## config.mk

```make
export PLATFORM = sky130hd
export DESIGN_NAME = kde_keypad_entry
export DESIGN_NICKNAME = d
export VERILOG_FILES = /design/src/verilog/kde_pkg.sv /design/src/verilog/kde_scan_if.sv /design/src/verilog/kde_hex_scan.sv /design/src/verilog/kde_keypad_entry.sv
export SDC_FILE = /design/constraint.sdc
export NUM_CORES = 1
export LEC_CHECK = 0
export BUFFER_PORTS_ARGS = -buffer_cell sky130_fd_sc_hd__buf_2
export CORE_MARGIN = 2
export CORE_UTILIZATION = 30
export DETAILED_ROUTE_END_ITERATION = 8
export PLACE_DENSITY_LB_ADDON = 0.08
export SKIP_LAST_GASP = 1
export SLEW_MARGIN = 20
export SYNTH_ARGS = -nofsm -noshare
export SYNTH_HDL_FRONTEND = slang
export SYNTH_HIERARCHICAL = 1
export SYNTH_SLANG_ARGS = --single-unit
```

## constraint.sdc

```tcl
create_clock -name pclk -period 7 [get_ports pclk]
set_clock_uncertainty 0.2 [all_clocks]
set_input_delay 2.1 -clock pclk [delete_from_list [all_inputs] [get_ports pclk]]
set_output_delay 2.1 -clock pclk [all_outputs]
set_load 0.05 [all_outputs]
```

## src/verilog/kde_pkg.sv

```systemverilog
package kde_pkg;

    // apb register map, byte addresses
    localparam logic [7:0] KDE_CTRL_OFF     = 8'h00;
    localparam logic [7:0] KDE_DIGIT_LO_OFF = 8'h04;
    localparam logic [7:0] KDE_DIGIT_HI_OFF = 8'h08;
    localparam logic [7:0] KDE_KEYIND_OFF   = 8'h0C;
    localparam logic [7:0] KDE_STATUS_OFF   = 8'h10;
    localparam logic [7:0] KDE_COUNT_OFF    = 8'h14;

    // control fields
    localparam int KDE_CTRL_EN_BIT    = 0;
    localparam int KDE_CTRL_HEX_BIT   = 1;
    localparam int KDE_CTRL_CLEAR_BIT = 2;

    // status fields
    localparam int KDE_STAT_WORD_LSB  = 0;
    localparam int KDE_STAT_FAULT_BIT = 8;
    localparam int KDE_STAT_HELD_BIT  = 9;

    // reset values
    localparam logic [1:0]  KDE_CTRL_RST   = 2'h0;
    localparam logic [31:0] KDE_DIGIT_RST  = 32'h0000_0000;
    localparam logic [15:0] KDE_KEYIND_RST = 16'h0000;
    localparam logic [3:0]  KDE_COUNT_RST  = 4'h0;

    // keypad geometry
    localparam int KDE_DEC_KEYS    = 10;
    localparam int KDE_ANY_KEY_BIT = 10;
    localparam int KDE_DIGITS      = 8;
    localparam int KDE_PIN_W       = 16;
    localparam int KDE_HEX_LINES   = 4;

    // scan cycle timing
    localparam int KDE_CLK_NS       = 20;
    localparam int KDE_SCAN_TICK_NS = 1_000_000;
    localparam int KDE_SCAN_TICK_CYC = KDE_SCAN_TICK_NS / KDE_CLK_NS;

    typedef enum logic [0:0] {
        KDE_HS_SELECT,
        KDE_HS_HOLD
    } kde_hex_state_type;

    // shift one digit into the low end, oldest digit drops out
    function automatic logic [31:0] kde_shift_digit(input logic [31:0] s, input logic [3:0] d);
        return {s[27:0], d};
    endfunction

    function automatic logic [15:0] kde_onehot16(input logic [3:0] k);
        return 16'h0001 << k;
    endfunction

    // lowest set bit index of a 4-bit line group
    function automatic logic [1:0] kde_low4(input logic [3:0] v);
        return v[0] ? 2'd0 : v[1] ? 2'd1 : v[2] ? 2'd2 : 2'd3;
    endfunction

endpackage

```

## src/verilog/kde_scan_if.sv

```systemverilog
`timescale 1ns/100ps
interface kde_scan_if;
    logic       tick;
    logic       restart;
    logic       active;
    logic [3:0] data;
    logic [3:0] sel;
    logic       key_stb;
    logic [3:0] key_code;
    logic       held;
    logic [7:0] state_word;

    modport scanner (
        input  tick, restart, active, data,
        output sel, key_stb, key_code, held, state_word
    );
    modport host (
        output tick, restart, active, data,
        input  sel, key_stb, key_code, held, state_word
    );
endinterface

```

## src/verilog/kde_hex_scan.sv

```systemverilog
`timescale 1ns/100ps
module kde_hex_scan
    import kde_pkg::*;
(
    // clock and reset
    input wire logic      pclk,
    input wire logic      presetn,
    // link to the entry logic
    kde_scan_if.scanner   sif
);

    kde_hex_state_type st_r;
    logic [1:0]        row_r;
    logic [1:0]        col_r;
    logic [3:0]        sel_r;
    logic              stb_r;
    logic [3:0]        code_r;

    wire       step      = sif.tick & sif.active;
    wire       hit       = |sif.data;
    wire [1:0] hit_col   = kde_low4(sif.data);
    wire       released  = ~sif.data[col_r];
    wire [1:0] row_inc   = row_r + 2'd1;

    always_ff @(posedge pclk or negedge presetn) begin
        if (!presetn) begin
            st_r   <= KDE_HS_SELECT;
            row_r  <= 2'd0;
            col_r  <= 2'd0;
            sel_r  <= 4'h0;
            stb_r  <= 1'b0;
            code_r <= 4'h0;
        end else begin
            stb_r <= 1'b0;
            if (!sif.active) begin
                sel_r <= 4'h0;
            end else if (sif.restart && sif.tick) begin
                st_r  <= KDE_HS_SELECT;
                row_r <= 2'd0;
                sel_r <= 4'h1;
            end else if (step) begin
                case (st_r)
                    KDE_HS_SELECT: begin
                        if (hit && sel_r != 4'h0) begin
                            // key = line * 4 + data bit
                            code_r <= {row_r, hit_col};
                            col_r  <= hit_col;
                            stb_r  <= 1'b1;
                            st_r   <= KDE_HS_HOLD;
                        end else begin
                            row_r <= row_inc;
                            sel_r <= 4'h1 << row_inc;
                        end
                    end
                    KDE_HS_HOLD: begin
                        // other keys are masked until this one lets go
                        if (released) begin
                            st_r  <= KDE_HS_SELECT;
                            row_r <= 2'd0;
                            sel_r <= 4'h1;
                        end
                    end
                    default: st_r <= KDE_HS_SELECT;
                endcase
            end
        end
    end

    assign sif.sel        = sel_r;
    assign sif.key_stb    = stb_r;
    assign sif.key_code   = code_r;
    assign sif.held       = (st_r == KDE_HS_HOLD);
    assign sif.state_word = {3'b000, st_r == KDE_HS_HOLD, col_r, row_r};

endmodule

```

## src/verilog/kde_keypad_entry.sv

```systemverilog
// Local design decisions: register access over APB and the placing of the registers.
`timescale 1ns/100ps
module kde_keypad_entry
    import kde_pkg::*;
#(
    parameter int SCAN_TICK_CYCLES = KDE_SCAN_TICK_CYC
)(
    // clock and reset
    input  wire logic        pclk,
    input  wire logic        presetn,
    // apb slave
    input  wire logic        psel,
    input  wire logic        penable,
    input  wire logic        pwrite,
    input  wire logic [7:0]  paddr,
    input  wire logic [31:0] pwdata,
    output logic      [31:0] prdata,
    output logic             pready,
    output logic             pslverr,
    // keypad pins
    input  wire logic [15:0] key_in,
    output logic      [3:0]  sel_out
);

    kde_scan_if sif ();

    // pin synchronisers
    logic [KDE_PIN_W-1:0] key_meta_r;
    logic [KDE_PIN_W-1:0] key_sync_r;

    // scan cycle divider
    logic [31:0] tick_cnt_r;
    logic        tick_r;

    // software visible state, plus the pending restart flag
    logic [1:0]  ctrl_r;
    logic        restart_pend_r;
    logic [31:0] dstore_r;
    logic [15:0] keyind_r;
    logic [3:0]  count_r;

    // ten-key lock
    logic        tk_locked_r;
    logic [3:0]  tk_idx_r;

    // apb answer
    logic        pready_r;
    logic        pslverr_r;
    logic [31:0] prdata_r;

    //------------------------------------------------------------
    // input pins pass two flops before anything looks at them
    //------------------------------------------------------------
    always_ff @(posedge pclk or negedge presetn) begin
        if (!presetn) begin
            key_meta_r <= 16'h0000;
            key_sync_r <= 16'h0000;
        end else begin
            key_meta_r <= key_in;
            key_sync_r <= key_meta_r;
        end
    end

    //------------------------------------------------------------
    // one pulse per scan cycle
    //------------------------------------------------------------
    wire tick_wrap = (tick_cnt_r == 32'(SCAN_TICK_CYCLES - 1));

    always_ff @(posedge pclk or negedge presetn) begin
        if (!presetn) begin
            tick_cnt_r <= 32'h0000_0000;
            tick_r     <= 1'b0;
        end else begin
            tick_cnt_r <= tick_wrap ? 32'h0000_0000 : tick_cnt_r + 32'd1;
            tick_r     <= tick_wrap;
        end
    end

    //------------------------------------------------------------
    // apb decode
    //------------------------------------------------------------
    wire acc_phase  = psel & penable;
    wire acc_done   = acc_phase & pready_r;
    wire wr_done    = acc_done & pwrite;
    wire hit_ctrl   = (paddr == KDE_CTRL_OFF);
    wire hit_lo     = (paddr == KDE_DIGIT_LO_OFF);
    wire hit_hi     = (paddr == KDE_DIGIT_HI_OFF);
    wire hit_ind    = (paddr == KDE_KEYIND_OFF);
    wire hit_stat   = (paddr == KDE_STATUS_OFF);
    wire hit_cnt    = (paddr == KDE_COUNT_OFF);
    wire mapped     = hit_ctrl | hit_lo | hit_hi | hit_ind | hit_stat | hit_cnt;
    wire wr_ctrl    = wr_done & hit_ctrl;
    wire wr_lo      = wr_done & hit_lo;
    wire wr_hi      = wr_done & hit_hi;
    wire wr_ind     = wr_done & hit_ind;
    wire wr_clear   = wr_ctrl & pwdata[KDE_CTRL_CLEAR_BIT];

    //------------------------------------------------------------
    // mode control
    //------------------------------------------------------------
    wire       run_en   = ctrl_r[KDE_CTRL_EN_BIT];
    wire       hex_mode = ctrl_r[KDE_CTRL_HEX_BIT];
    wire       new_en   = pwdata[KDE_CTRL_EN_BIT];
    wire       new_hex  = pwdata[KDE_CTRL_HEX_BIT];
    // any start or mode swap restarts the active entry from scratch
    wire       start_req = wr_ctrl & new_en & (~run_en | (new_hex != hex_mode));
    wire       tk_run    = run_en & ~hex_mode;
    wire       hx_run    = run_en & hex_mode;
    wire       tk_tick   = tk_run & tick_r;

    always_ff @(posedge pclk or negedge presetn) begin
        if (!presetn) begin
            ctrl_r <= KDE_CTRL_RST;
        end else if (wr_ctrl) begin
            ctrl_r <= {new_hex, new_en};
        end
    end

    // a new start request wins over the tick that consumes an older one
    always_ff @(posedge pclk or negedge presetn) begin
        if (!presetn) begin
            restart_pend_r <= 1'b0;
        end else if (start_req) begin
            restart_pend_r <= 1'b1;
        end else if (tick_r) begin
            restart_pend_r <= 1'b0;
        end
    end

    //------------------------------------------------------------
    // ten-key entry
    //------------------------------------------------------------
    wire [KDE_DEC_KEYS-1:0] dec_keys = key_sync_r[KDE_DEC_KEYS-1:0];
    wire                    dec_any  = |dec_keys;
    logic [3:0]             dec_low;

    always_comb begin
        dec_low = 4'h0;
        for (int i = KDE_DEC_KEYS - 1; i >= 0; i--) begin
            if (dec_keys[i]) begin
                dec_low = 4'(i);
            end
        end
    end

    // a restart drops any old lock so the first cycle samples afresh
    wire tk_locked  = tk_locked_r & ~restart_pend_r;
    wire tk_accept  = tk_tick & ~tk_locked & dec_any;
    // only the locked key can release the lock
    wire tk_release = tk_tick & tk_locked & ~dec_keys[tk_idx_r];

    // lock is the only ten-key state beside store, indicator and count
    always_ff @(posedge pclk or negedge presetn) begin
        if (!presetn) begin
            tk_locked_r <= 1'b0;
            tk_idx_r    <= 4'h0;
        end else if (!tk_run) begin
            tk_locked_r <= 1'b0;
        end else if (tk_accept) begin
            tk_locked_r <= 1'b1;
            tk_idx_r    <= dec_low;
        end else if (tk_release || (tk_tick && restart_pend_r)) begin
            tk_locked_r <= 1'b0;
        end
    end

    //------------------------------------------------------------
    // hexadecimal entry
    //------------------------------------------------------------
    assign sif.tick    = tick_r;
    assign sif.restart = restart_pend_r;
    assign sif.active  = hx_run;
    assign sif.data    = key_sync_r[KDE_HEX_LINES-1:0];

    kde_hex_scan u_scan (
        .pclk    (pclk),
        .presetn (presetn),
        .sif     (sif)
    );

    wire hx_accept = hx_run & sif.key_stb;

    //------------------------------------------------------------
    // digit store: hardware shift wins over a software write
    //------------------------------------------------------------
    logic [31:0] dstore_nxt;

    always_comb begin
        dstore_nxt = dstore_r;
        if (tk_accept) begin
            dstore_nxt = kde_shift_digit(dstore_r, dec_low);
        end else if (hx_accept) begin
            dstore_nxt = kde_shift_digit(dstore_r, sif.key_code);
        end else if (wr_clear) begin
            dstore_nxt = KDE_DIGIT_RST;
        end else if (wr_lo) begin
            dstore_nxt = {dstore_r[31:16], pwdata[15:0]};
        end else if (wr_hi) begin
            dstore_nxt = {pwdata[15:0], dstore_r[15:0]};
        end
    end

    always_ff @(posedge pclk or negedge presetn) begin
        if (!presetn) begin
            dstore_r <= KDE_DIGIT_RST;
        end else begin
            dstore_r <= dstore_nxt;
        end
    end

    // digits entered since clear, stops at the store depth
    wire cnt_full = (count_r == 4'(KDE_DIGITS));
    wire key_in_accept = tk_accept | hx_accept;

    always_ff @(posedge pclk or negedge presetn) begin
        if (!presetn) begin
            count_r <= KDE_COUNT_RST;
        end else if (key_in_accept) begin
            count_r <= cnt_full ? count_r : count_r + 4'd1;
        end else if (wr_clear) begin
            count_r <= KDE_COUNT_RST;
        end
    end

    //------------------------------------------------------------
    // key indicator word
    //------------------------------------------------------------
    logic [15:0] keyind_nxt;

    always_comb begin
        keyind_nxt = keyind_r;
        if (wr_ind) begin
            keyind_nxt = pwdata[15:0];
        end
        if (wr_clear) begin
            keyind_nxt = KDE_KEYIND_RST;
        end
        if (tk_accept) begin
            keyind_nxt[KDE_DEC_KEYS-1:0] = KDE_DEC_KEYS'(kde_onehot16(dec_low));
        end
        if (tk_tick) begin
            keyind_nxt[KDE_ANY_KEY_BIT] = dec_any;
        end
        if (hx_accept) begin
            keyind_nxt = kde_onehot16(sif.key_code);
        end
    end

    always_ff @(posedge pclk or negedge presetn) begin
        if (!presetn) begin
            keyind_r <= KDE_KEYIND_RST;
        end else begin
            keyind_r <= keyind_nxt;
        end
    end

    //------------------------------------------------------------
    // read mux and apb answer, one wait state on every access
    //------------------------------------------------------------
    // fault flag never rises: it is tied low, an unmapped access is answered only with pslverr
    wire        fault_flag = 1'b0;
    wire        held_now   = hex_mode ? sif.held : tk_locked_r;
    // scanner word is readable only, so nothing outside can disturb it
    wire [31:0] stat_word  = {22'h00_0000, held_now, fault_flag, sif.state_word};
    logic [31:0] rd_mux;

    always_comb begin
        rd_mux = 32'h0000_0000;
        case (1'b1)
            hit_ctrl: rd_mux = {30'h0000_0000, ctrl_r};
            hit_lo:   rd_mux = {16'h0000, dstore_r[15:0]};
            hit_hi:   rd_mux = {16'h0000, dstore_r[31:16]};
            hit_ind:  rd_mux = {16'h0000, keyind_r};
            hit_stat: rd_mux = stat_word;
            hit_cnt:  rd_mux = {28'h000_0000, count_r};
            default:  rd_mux = 32'h0000_0000;
        endcase
    end

    always_ff @(posedge pclk or negedge presetn) begin
        if (!presetn) begin
            pready_r  <= 1'b0;
            pslverr_r <= 1'b0;
            prdata_r  <= 32'h0000_0000;
        end else begin
            pready_r  <= acc_phase & ~pready_r;
            pslverr_r <= acc_phase & ~pready_r & ~mapped;
            if (acc_phase && !pready_r && !pwrite) begin
                prdata_r <= rd_mux;
            end
        end
    end

    assign prdata  = prdata_r;
    assign pready  = pready_r;
    assign pslverr = pslverr_r;
    assign sel_out = sif.sel;

endmodule

```

==> results of run 1 <==
==> logic make-up (layout without fill, tap and decap cells) <==
| kind of cell | count (synthesis) | in the layout | synth area share, % |
|---|---|---|---|
| XOR/XNOR | 31 | 31 | 3.642 |
| AND/OR/NAND/NOR | 286 | 286 | 20.24 |
| multiplexers | 16 | 16 | 2.802 |
| other | 2 | 19 | 0.1007 |
| flip-flops | 143 | 143 | 47.99 |
| AO/OA/AOI/OAI | 198 | 198 | 18.88 |
| buffers and inverters | 74 | 119 | 5.169 |
| adder cells (fa/ha/maj) | 7 | 7 | 1.175 |
==> flip-flops by register name (all words and copies together) (netlist names), 2 cells and up <==
register / count
u_scan/sif.sel: 4
key_meta_r: 10
key_sync_r: 10
tick_cnt_r: 32
tk_idx_r: 4
dstore_r: 32
keyind_r: 16
ctrl_r: 2
prdata: 16
u_scan/row_r: 2
u_scan/sif.key_code: 3
count_r: 4
==> layout by cell type, fill, tap and decap left out, drive strengths merged, types with 13 or more instances in the layout <==
| cell type | n |
|---|---|
| dfrtp | 143 |
| nand2 | 86 |
| buf | 70 |
| nor2 | 60 |
| a21oi | 45 |
| o21ai | 37 |
| nand3 | 33 |
| clkbuf | 20 |
| conb | 19 |
| nor3 | 19 |
| inv | 19 |
| xnor2 | 18 |
| nor4 | 18 |
| a31oi | 16 |
| nand4 | 14 |
| a22oi | 13 |
| xor2 | 13 |
==> routing by layer <==
metal | track usage [%] | share of wire (%)
met5 | 0 | 0
met4 | 5.390 | 2.0
met3 | 2.758 | 4.3
met2 | 28.52 | 47
met1 | 23.85 | 47
==> layout make-up <==
type	instances	area [um2]	share of cell area [%]
multi-input combinational	557	3565	41.53
sequential	143	3578	41.69
timing repair buffer	70	381.6	4.446
clock inverter	12	132.6	1.545
clock buffer	20	456.7	5.321
inverter	17	63.81	0.7434
tap	324	405.4	4.723
==> worst max path at each step <==
stage                     startpoint            to  depth (start not counted)
after floorplan             paddr[4]  dstore_r[10]                          6
after global placement      paddr[5]  dstore_r[24]                          7
after detailed placement    paddr[5]  dstore_r[24]                          7
after CTS                   paddr[5]  dstore_r[24]                          7
after global routing        paddr[5]  dstore_r[24]                          7
final                       paddr[5]  dstore_r[24]                          7
==> power by group through the flow <==
stage / logic (W) / clock network, W / registers, W
5_1_grt: 0.000165 / 0.000981 / 0.000865
2_1_floorplan: 0.0000700 / 0 / 0.000909
4_1_cts: 0.000154 / 0.000942 / 0.000863
3_5_place_dp: 0.000153 / 0 / 0.000879
3_3_place_gp: 0.000152 / 0 / 0.000878
6_report: 0.000152 / 0.000918 / 0.000863
==> worst max-delay path, stage by stage <==
cell and delay (ns):
buf_2 0.11, nor3_1 0.64, and4_1 0.76, a211oi_2 0.24, buf_4 0.26, a221oi_1 0.26
a21oi_1 0.08
==> stage by stage <==
stage	worst slack (ns)	util, %
after floorplan	2.854	-
after global placement	2.263	32.77
after global routing	2.502	35.19
final	2.643	35.19
after CTS	2.708	35.19
after detailed placement	2.264	32.77
==> impl_metrics.ini, run 1 <==
[power_and_ir_drop]
seqPwrFrac_pct = 44.6
clock_power_share_pct = 47.5
combPwrFrac_pct = 7.9
design_power_total_w = 0.001933
p_sw_share_pct = 26.06
p_int_w = 0.001429
p_switching_w = 0.0005037
p_per_area_nw_per_um2 = 225.2
leakagePower_nw = 3.651
peakVddDrop_uv = 114.6

[drt]
avgRoutedWirePerCell_um = 19.46
wirelength_um = 22240
ant_nets = 0
drt-vias-per-instance = 5.282
initialDrtViolationCount = 451
vias = 6037
drcViolationCount = 0
dr.pass1.iters = 5

[final_layout]
finalNonFillerCells = 1143
num_antenna_cells = 0
nets = 874
num-fill-cells = 2548
drive_above_1_share_pct = 16.24
final_area_um2 = 8583
area_delta_synth_final_pct = 15.12

[min_path]
min_path_cells = 0
hold_end = key_sync_r[7]
hold_start = key_meta_r[7]
hp-class = register to register

[floorplanning]
die_area_um2 = 26130
die_h_um = 161.7
core_um2 = 24390
die_w_um = 161.7
fp-row-count = 57
initial_utilization_pct = 30.57
ios = 99

[yosys]
syn_inst = 757
ys_seq_area_share_pct = 47.99
synth_area_leaders = dfrtp_1 (48%), nand2_1 (4.3%), nor2_1 (3.0%)
netlist_area_um2 = 7456
synth_top_area_share_pct = 47.99
synth_largest_area_cell = dfrtp_1
ys_warn_count = 6
async_reset_ff_share_pct = 100.0
ys.flop_type = dfrtp_1
syn_avg_cell_area_um2 = 9.849
yosysUniqueCellTypes = 78
synth_common_cells = dfrtp_1 (143), nand2_1 (85), nor2_1 (59)
synth-edff-count = 0
yosysMostFrequentCell = dfrtp_1
synth-seq-cells = 143

[worst_setup_path]
critPathMaxFanout = 14
arrival_ns = 4.45
required_ns = 7.10
r2r_slack_ns = 4.11
start_kind = input pin
cp-end-kind = register
crit_type = input pin to register
reg2reg_depth = 5
reg2reg_to = count_r[1]
reg2reg_from = key_sync_r[1]

[sta]
fin_setup_tns_ns = 0
slew_headroom_pct = 37.74
fmax_ghz = 0.2295
hold_slack_ns = 0.1470
slew_violations = 0
tightestPinTransition_ns = 0.9253
hold_viol = 0
setup_viol = 0
rsz0062_at_grt = false
layout_min_cycle_time_ns = 4.357
finalCritPeriodShare_pct = 62.25

[global_routing]
grt_max_degree = 86
grt_pass1_wl_um = 35450
grtUsageTotal_pct = 17.43
grt_pass1_vias = 6132
antenna_found_initial = 0
overflow = 0

[clocking]
cts-buffers-inserted = 17
cts.repair.resized = 0
clock_sinks = 143
clk-insertion-delay-late_ns = 0.43
cts.hold.buffers_added = 0
root_buffer = clkbuf_16
clk_path_buf_depth = 2
cts_tree = built
post-cts-setup-buffer-count = 0
clk_pin_slew_ns = 0.06
h-tree-depth = 4

[placement]
placed_area_um2 = 7994
place_congestion = 0.8134
post-dp-hpwl_um = 16190
placement.io_buffers = 60
dp.cells = 1111

[run]
maxCapViolCount = 0

[status]
outcome = finished, final reports clean
Power figures use the tool's default switching activity.
==> run 2: changes to the inputs <==
==> constraint.sdc (replaced) <==
create_clock -name pclk -period 4.2 [get_ports pclk]
set_clock_uncertainty 0.2 [all_clocks]
set_input_delay 1.26 -clock pclk [delete_from_list [all_inputs] [get_ports pclk]]
set_output_delay 1.26 -clock pclk [all_outputs]
set_load 0.05 [all_outputs]
==> run 2 against run 1 <==
Effect of this change: register-to-register slack worse by 2.9 ns; sequential power up 67%; setup slack worse by 1.7 ns; global-route usage up 0.27 points; clock power up 72%; flip-flop and latch count unchanged; cell count up 0.70%; die area unchanged; largest power group unchanged.
==> impl_metrics.ini, run 2 (synthesized netlist as in run 1, its figures left out) <==
[placement]
placed_area_um2 = 8074
dp.cells = 1120
placement.io_buffers = 60
place_ws_ns = 0.5080
place_congestion = 0.8343
post-dp-hpwl_um = 16430

[sta]
slew_headroom_pct = 34.72
rsz0062_at_grt = false
finalCritPeriodShare_pct = 77.57
setup_viol = 0
layout_min_cycle_time_ns = 3.258
fmax_ghz = 0.3069
fin_setup_tns_ns = 0
tightestPinTransition_ns = 0.9703
slew_violations = 0
worst_slack_ns = 0.9420
hold_viol = 0

[drt]
avgRoutedWirePerCell_um = 19.37
vias = 6140
dr.pass1.iters = 5
wirelength_um = 22290
initialDrtViolationCount = 483
ant_nets = 0
drt-vias-per-instance = 5.334
drcViolationCount = 0

[global_routing]
antenna_found_initial = 0
grt_pass1_wl_um = 35800
grtUsageTotal_pct = 17.70
grt_max_degree = 62
grt_pass1_vias = 6144
met1_usage_pct = 24.07
grt-busiest-layer = met2
grt_util_met3_pct = 2.911
grtUsageMet2_pct = 28.79
overflow = 0

[worst_setup_path]
worst_path_most_repeated_cell = buf_4
crit_type = input pin to register
cp-end-kind = register
start_kind = input pin
critPathBufInv = 3
critPathMaxFanout = 28
arrival_ns = 3.36
crit_chain = buf_2 -> or4_4 -> o41ai_4 -> buf_4 -> a221oi_2 -> buf_4 -> a221oi_1 -> a21oi_1
required_ns = 4.30
cpPeakStageDelay_ns = 0.61
cp_slowest_cell = or4_4
path_delay_family = compound AO/OA/AOI/OAI gates

[clocking]
cts-buffers-inserted = 17
clock_sinks = 143
root_buffer = clkbuf_16
clk_path_buf_depth = 2
cts.hold.buffers_added = 0
cts_tree = built
clk_pin_slew_ns = 0.06
clk-insertion-delay-late_ns = 0.43
h-tree-depth = 4
cts.repair.resized = 0
post-cts-setup-buffer-count = 0

[floorplanning]
die_area_um2 = 26130
die_h_um = 161.7
initial_utilization_pct = 30.57
core_um2 = 24390
die_w_um = 161.7
ios = 99
fp-row-count = 57

[final_layout]
num-fill-cells = 2511
final_area_um2 = 8677
final_common_cell = dfrtp_1
finalNonFillerCells = 1151
drive_above_1_share_pct = 17.17
area_delta_synth_final_pct = 16.38
nets = 883
num_antenna_cells = 0
mostFrequentLayoutCells = dfrtp_1 (143), nand2_1 (85), nor2_1 (59), buf_2 (59), a21oi_1 (43)
largestRegisters = dstore_r: 32 flops, tick_cnt_r: 32 flops

[min_path]
hp-class = register to register

[power_and_ir_drop]
p_per_area_nw_per_um2 = 377.1
peakVddDrop_uv = 231.6
leakagePower_nw = 3.714
design_power_total_w = 0.003272

[status]
outcome = finished, final reports clean

[run]
maxCapViolCount = 0
run 2: cell types whose count changed in the layout (fill, tap and decap cells not counted):
cell and delta:
bufinv_16 +1, buf_4 +8, clkinv_4 +1, buf_12 +1, clkbuf_8 -1, clkinvlp_4 -1, clkbuf_1 -1
run 2: cell type report:
| type | count | area [um2] | area share (%) |
|---|---|---|---|
| multi-input cells | 557 | 3565 | 41.08 |
| flip-flops and latches | 143 | 3578 | 41.24 |
| inverters | 17 | 63.81 | 0.7354 |
| well taps | 324 | 405.4 | 4.672 |
| repair buffers | 79 | 461.7 | 5.321 |
| clock buffers | 18 | 439.2 | 5.061 |
| clock inverters | 13 | 163.9 | 1.889 |
run 2: stage by stage:
step / hold slack (ns) / util [%]
final: 0.1479 / 35.58
after global routing: 0.1572 / 35.58
after CTS: 0.1507 / 35.58
after detailed placement: 0.1371 / 33.10
after global placement: 0.1395 / 33.10
after floorplan: 0.1312 / -
run 2: path summary, 6_finish.rpt:
kind	startpoint	to	slack, ns	cells after the start
worst max-delay path	paddr[4]	dstore_r[19]	0.94	8
worst min-delay path	key_meta_r[5]	key_sync_r[5]	0.15	0
worst max register to register	key_sync_r[1]	dstore_r[19]	1.25	6
worst min register to register	key_meta_r[5]	key_sync_r[5]	0.15	0
max in group asynchronous	presetn	keyind_r[7]	2.39	2
min in group asynchronous	presetn	pready	0.59	1
run 2: where the power goes:
group | leakage (nW) | switching (W) | internal (W) | total, W
registers | 1.81 | 0.0000274 | 0.00141 | 0.00144
logic | 1.61 | 0.000192 | 0.0000661 | 0.000258
clock network | 0.293 | 0.000626 | 0.000949 | 0.00158
run 2: layer usage:
metal,part of all wire (%),vias up,wire [um]
li1,-,2883,-
met1,46,3056,10190
met2,48,171,10670
met3,4.5,30,995
met4,1.9,0,432
met5,0,-,0
==> run 3: changes to the inputs <==
==> constraint.sdc (replaced) <==
create_clock -name pclk -period 3.2 [get_ports pclk]
set_clock_uncertainty 0.2 [all_clocks]
set_input_delay 0.96 -clock pclk [delete_from_list [all_inputs] [get_ports pclk]]
set_output_delay 0.96 -clock pclk [all_outputs]
set_load 0.05 [all_outputs]
==> run 3 against run 2 <==
Effect of this change: setup slack got worse by 0.55 ns; global-route usage is 0.26 points higher; cell area rose by 2.8%; sequential share of layout area down 1.1 points; non-clock buffer count increased by 32; clock power grew 27%; critical endpoint is now dstore_r[27].
==> impl_metrics.ini, run 3 (synthesized netlist as in run 1, its figures left out) <==
[power_and_ir_drop]
p_switching_w = 0.001132
seqPwrFrac_pct = 44.4
clock_power_share_pct = 47.1
leakagePower_nw = 3.851
p_per_area_nw_per_um2 = 475.3
design_power_total_w = 0.004241
peakVddDrop_uv = 265.6
p_int_w = 0.003109
p_sw_share_pct = 26.69
combPwrFrac_pct = 8.5

[drt]
vias = 6170
dr.pass1.iters = 5
drcViolationCount = 0
ant_nets = 0
initialDrtViolationCount = 434
avgRoutedWirePerCell_um = 18.95
wirelength_um = 22420
drt-vias-per-instance = 5.216

[floorplanning]
ios = 99
die_h_um = 161.7
fp-row-count = 57
core_um2 = 24390
initial_utilization_pct = 30.57
die_area_um2 = 26130
die_w_um = 161.7

[global_routing]
grt_pass1_wl_um = 36300
grt_max_degree = 52
grtUsageTotal_pct = 17.96
antenna_found_initial = 0
grt_pass1_vias = 6418
overflow = 0

[sta]
finalCritPeriodShare_pct = 87.88
rsz0062_at_grt = false
slew_violations = 0
setup_viol = 0
slew_headroom_pct = 50.82
hold_viol = 0
tightestPinTransition_ns = 0.7299
layout_min_cycle_time_ns = 2.812
fmax_ghz = 0.3556

[worst_setup_path]
r2r_slack_ns = 0.57
cp-end-kind = register
path_depth = 9
arrival_ns = 2.92
start_kind = input pin
cpPeakStageDelay_ns = 0.55
cp_slowest_cell = or4_4
critPathBufInv = 4
critPathMaxFanout = 13
crit_chain = buf_2 -> or4_4 -> buf_4 -> nor4_2 -> a221oi_2 -> buf_4 -> buf_4 -> nand2_1 -> o21ai_1
worst_path_most_repeated_cell = buf_4
endpoint = dstore_r[27]
reg2reg_depth = 6
required_ns = 3.30
crit_type = input pin to register
reg2reg_from = ctrl_r[1]
startpoint = paddr[4]
reg2reg_to = keyind_r[8]
path_delay_family = simple AND/OR/NAND/NOR gates

[clocking]
clk_path_buf_depth = 2
cts.hold.buffers_added = 0
h-tree-depth = 4
clk-insertion-delay-late_ns = 0.43
clock_sinks = 143
post-cts-setup-buffer-count = 0
cts-buffers-inserted = 17
clk_pin_slew_ns = 0.06
cts.repair.resized = 0
root_buffer = clkbuf_16
cts_tree = built

[final_layout]
finalNonFillerCells = 1183
final_common_cell = dfrtp_1
num_antenna_cells = 0
largestRegisters = dstore_r: 32 flops, tick_cnt_r: 32 flops
postLayoutCoreUtil_pct = 36.58
nets = 915
drive_above_1_share_pct = 20.26
mostFrequentLayoutCells = dfrtp_1 (143), nand2_1 (85), nor2_1 (59), buf_2 (59), buf_4 (48)
area_delta_synth_final_pct = 19.67

[min_path]
hp-class = register to register

[placement]
post-dp-hpwl_um = 16880
placement.io_buffers = 60
dp.cells = 1151
place_congestion = 0.8301

[status]
outcome = finished, final reports clean

[run]
maxCapViolCount = 0
==> run 3: layout make-up <==
| cell class | instances | area, um2 |
|---|---|---|
| timing repair buffer | 111 | 726.9 |
| tap | 324 | 405.4 |
| fill | 2487 | 15470 |
| clock buffer | 17 | 425.4 |
| inverter | 17 | 63.81 |
| multi-input combinational | 557 | 3565 |
| clock inverter | 14 | 157.7 |
| sequential | 143 | 3578 |
==> run 3: power groups by stage <==
stage	logic, W	clock network [W]	registers (W)
5_1_grt	0.000390	0.00214	0.00189
4_1_cts	0.000362	0.00205	0.00188
6_report	0.000359	0.00200	0.00188
2_1_floorplan	0.000153	0	0.00199
3_3_place_gp	0.000359	0	0.00192
3_5_place_dp	0.000362	0	0.00192
==> run 3: per-stage QoR <==
stage          setup TNS (ns)  hold slack (ns)  worst slack (ns)  area (um2)
2_1_floorplan               0           0.1312            0.1938        7520
3_3_place_gp         -0.01666           0.1386         -0.006856        8332
3_5_place_dp         -0.02164           0.1355          -0.01645        8332
4_1_cts                     0           0.1493            0.3793        8915
5_1_grt                     0           0.1553            0.3167        8922
6_report                    0           0.1479            0.3879        8922
==> run 3: worst min-delay path by stage <==
stage / cells past startpoint / start / to
2_1_floorplan: 0 / key_meta_r[0] / key_sync_r[0]
3_3_place_gp: 0 / key_meta_r[7] / key_sync_r[7]
3_5_place_dp: 0 / key_meta_r[7] / key_sync_r[7]
4_1_cts: 0 / key_meta_r[7] / key_sync_r[7]
5_1_grt: 0 / key_meta_r[7] / key_sync_r[7]
6_report: 0 / key_meta_r[7] / key_sync_r[7]
==> run 3: metal layers <==
metal | vias to the layer above | GRT usage (%) | share of wire [%]
met1 | 3038 | 24.24 | 46
met5 | - | 0 | 0
met2 | 166 | 29.14 | 47
li1 | 2943 | - | -
met4 | 0 | 5.752 | 1.6
met3 | 23 | 3.575 | 4.6
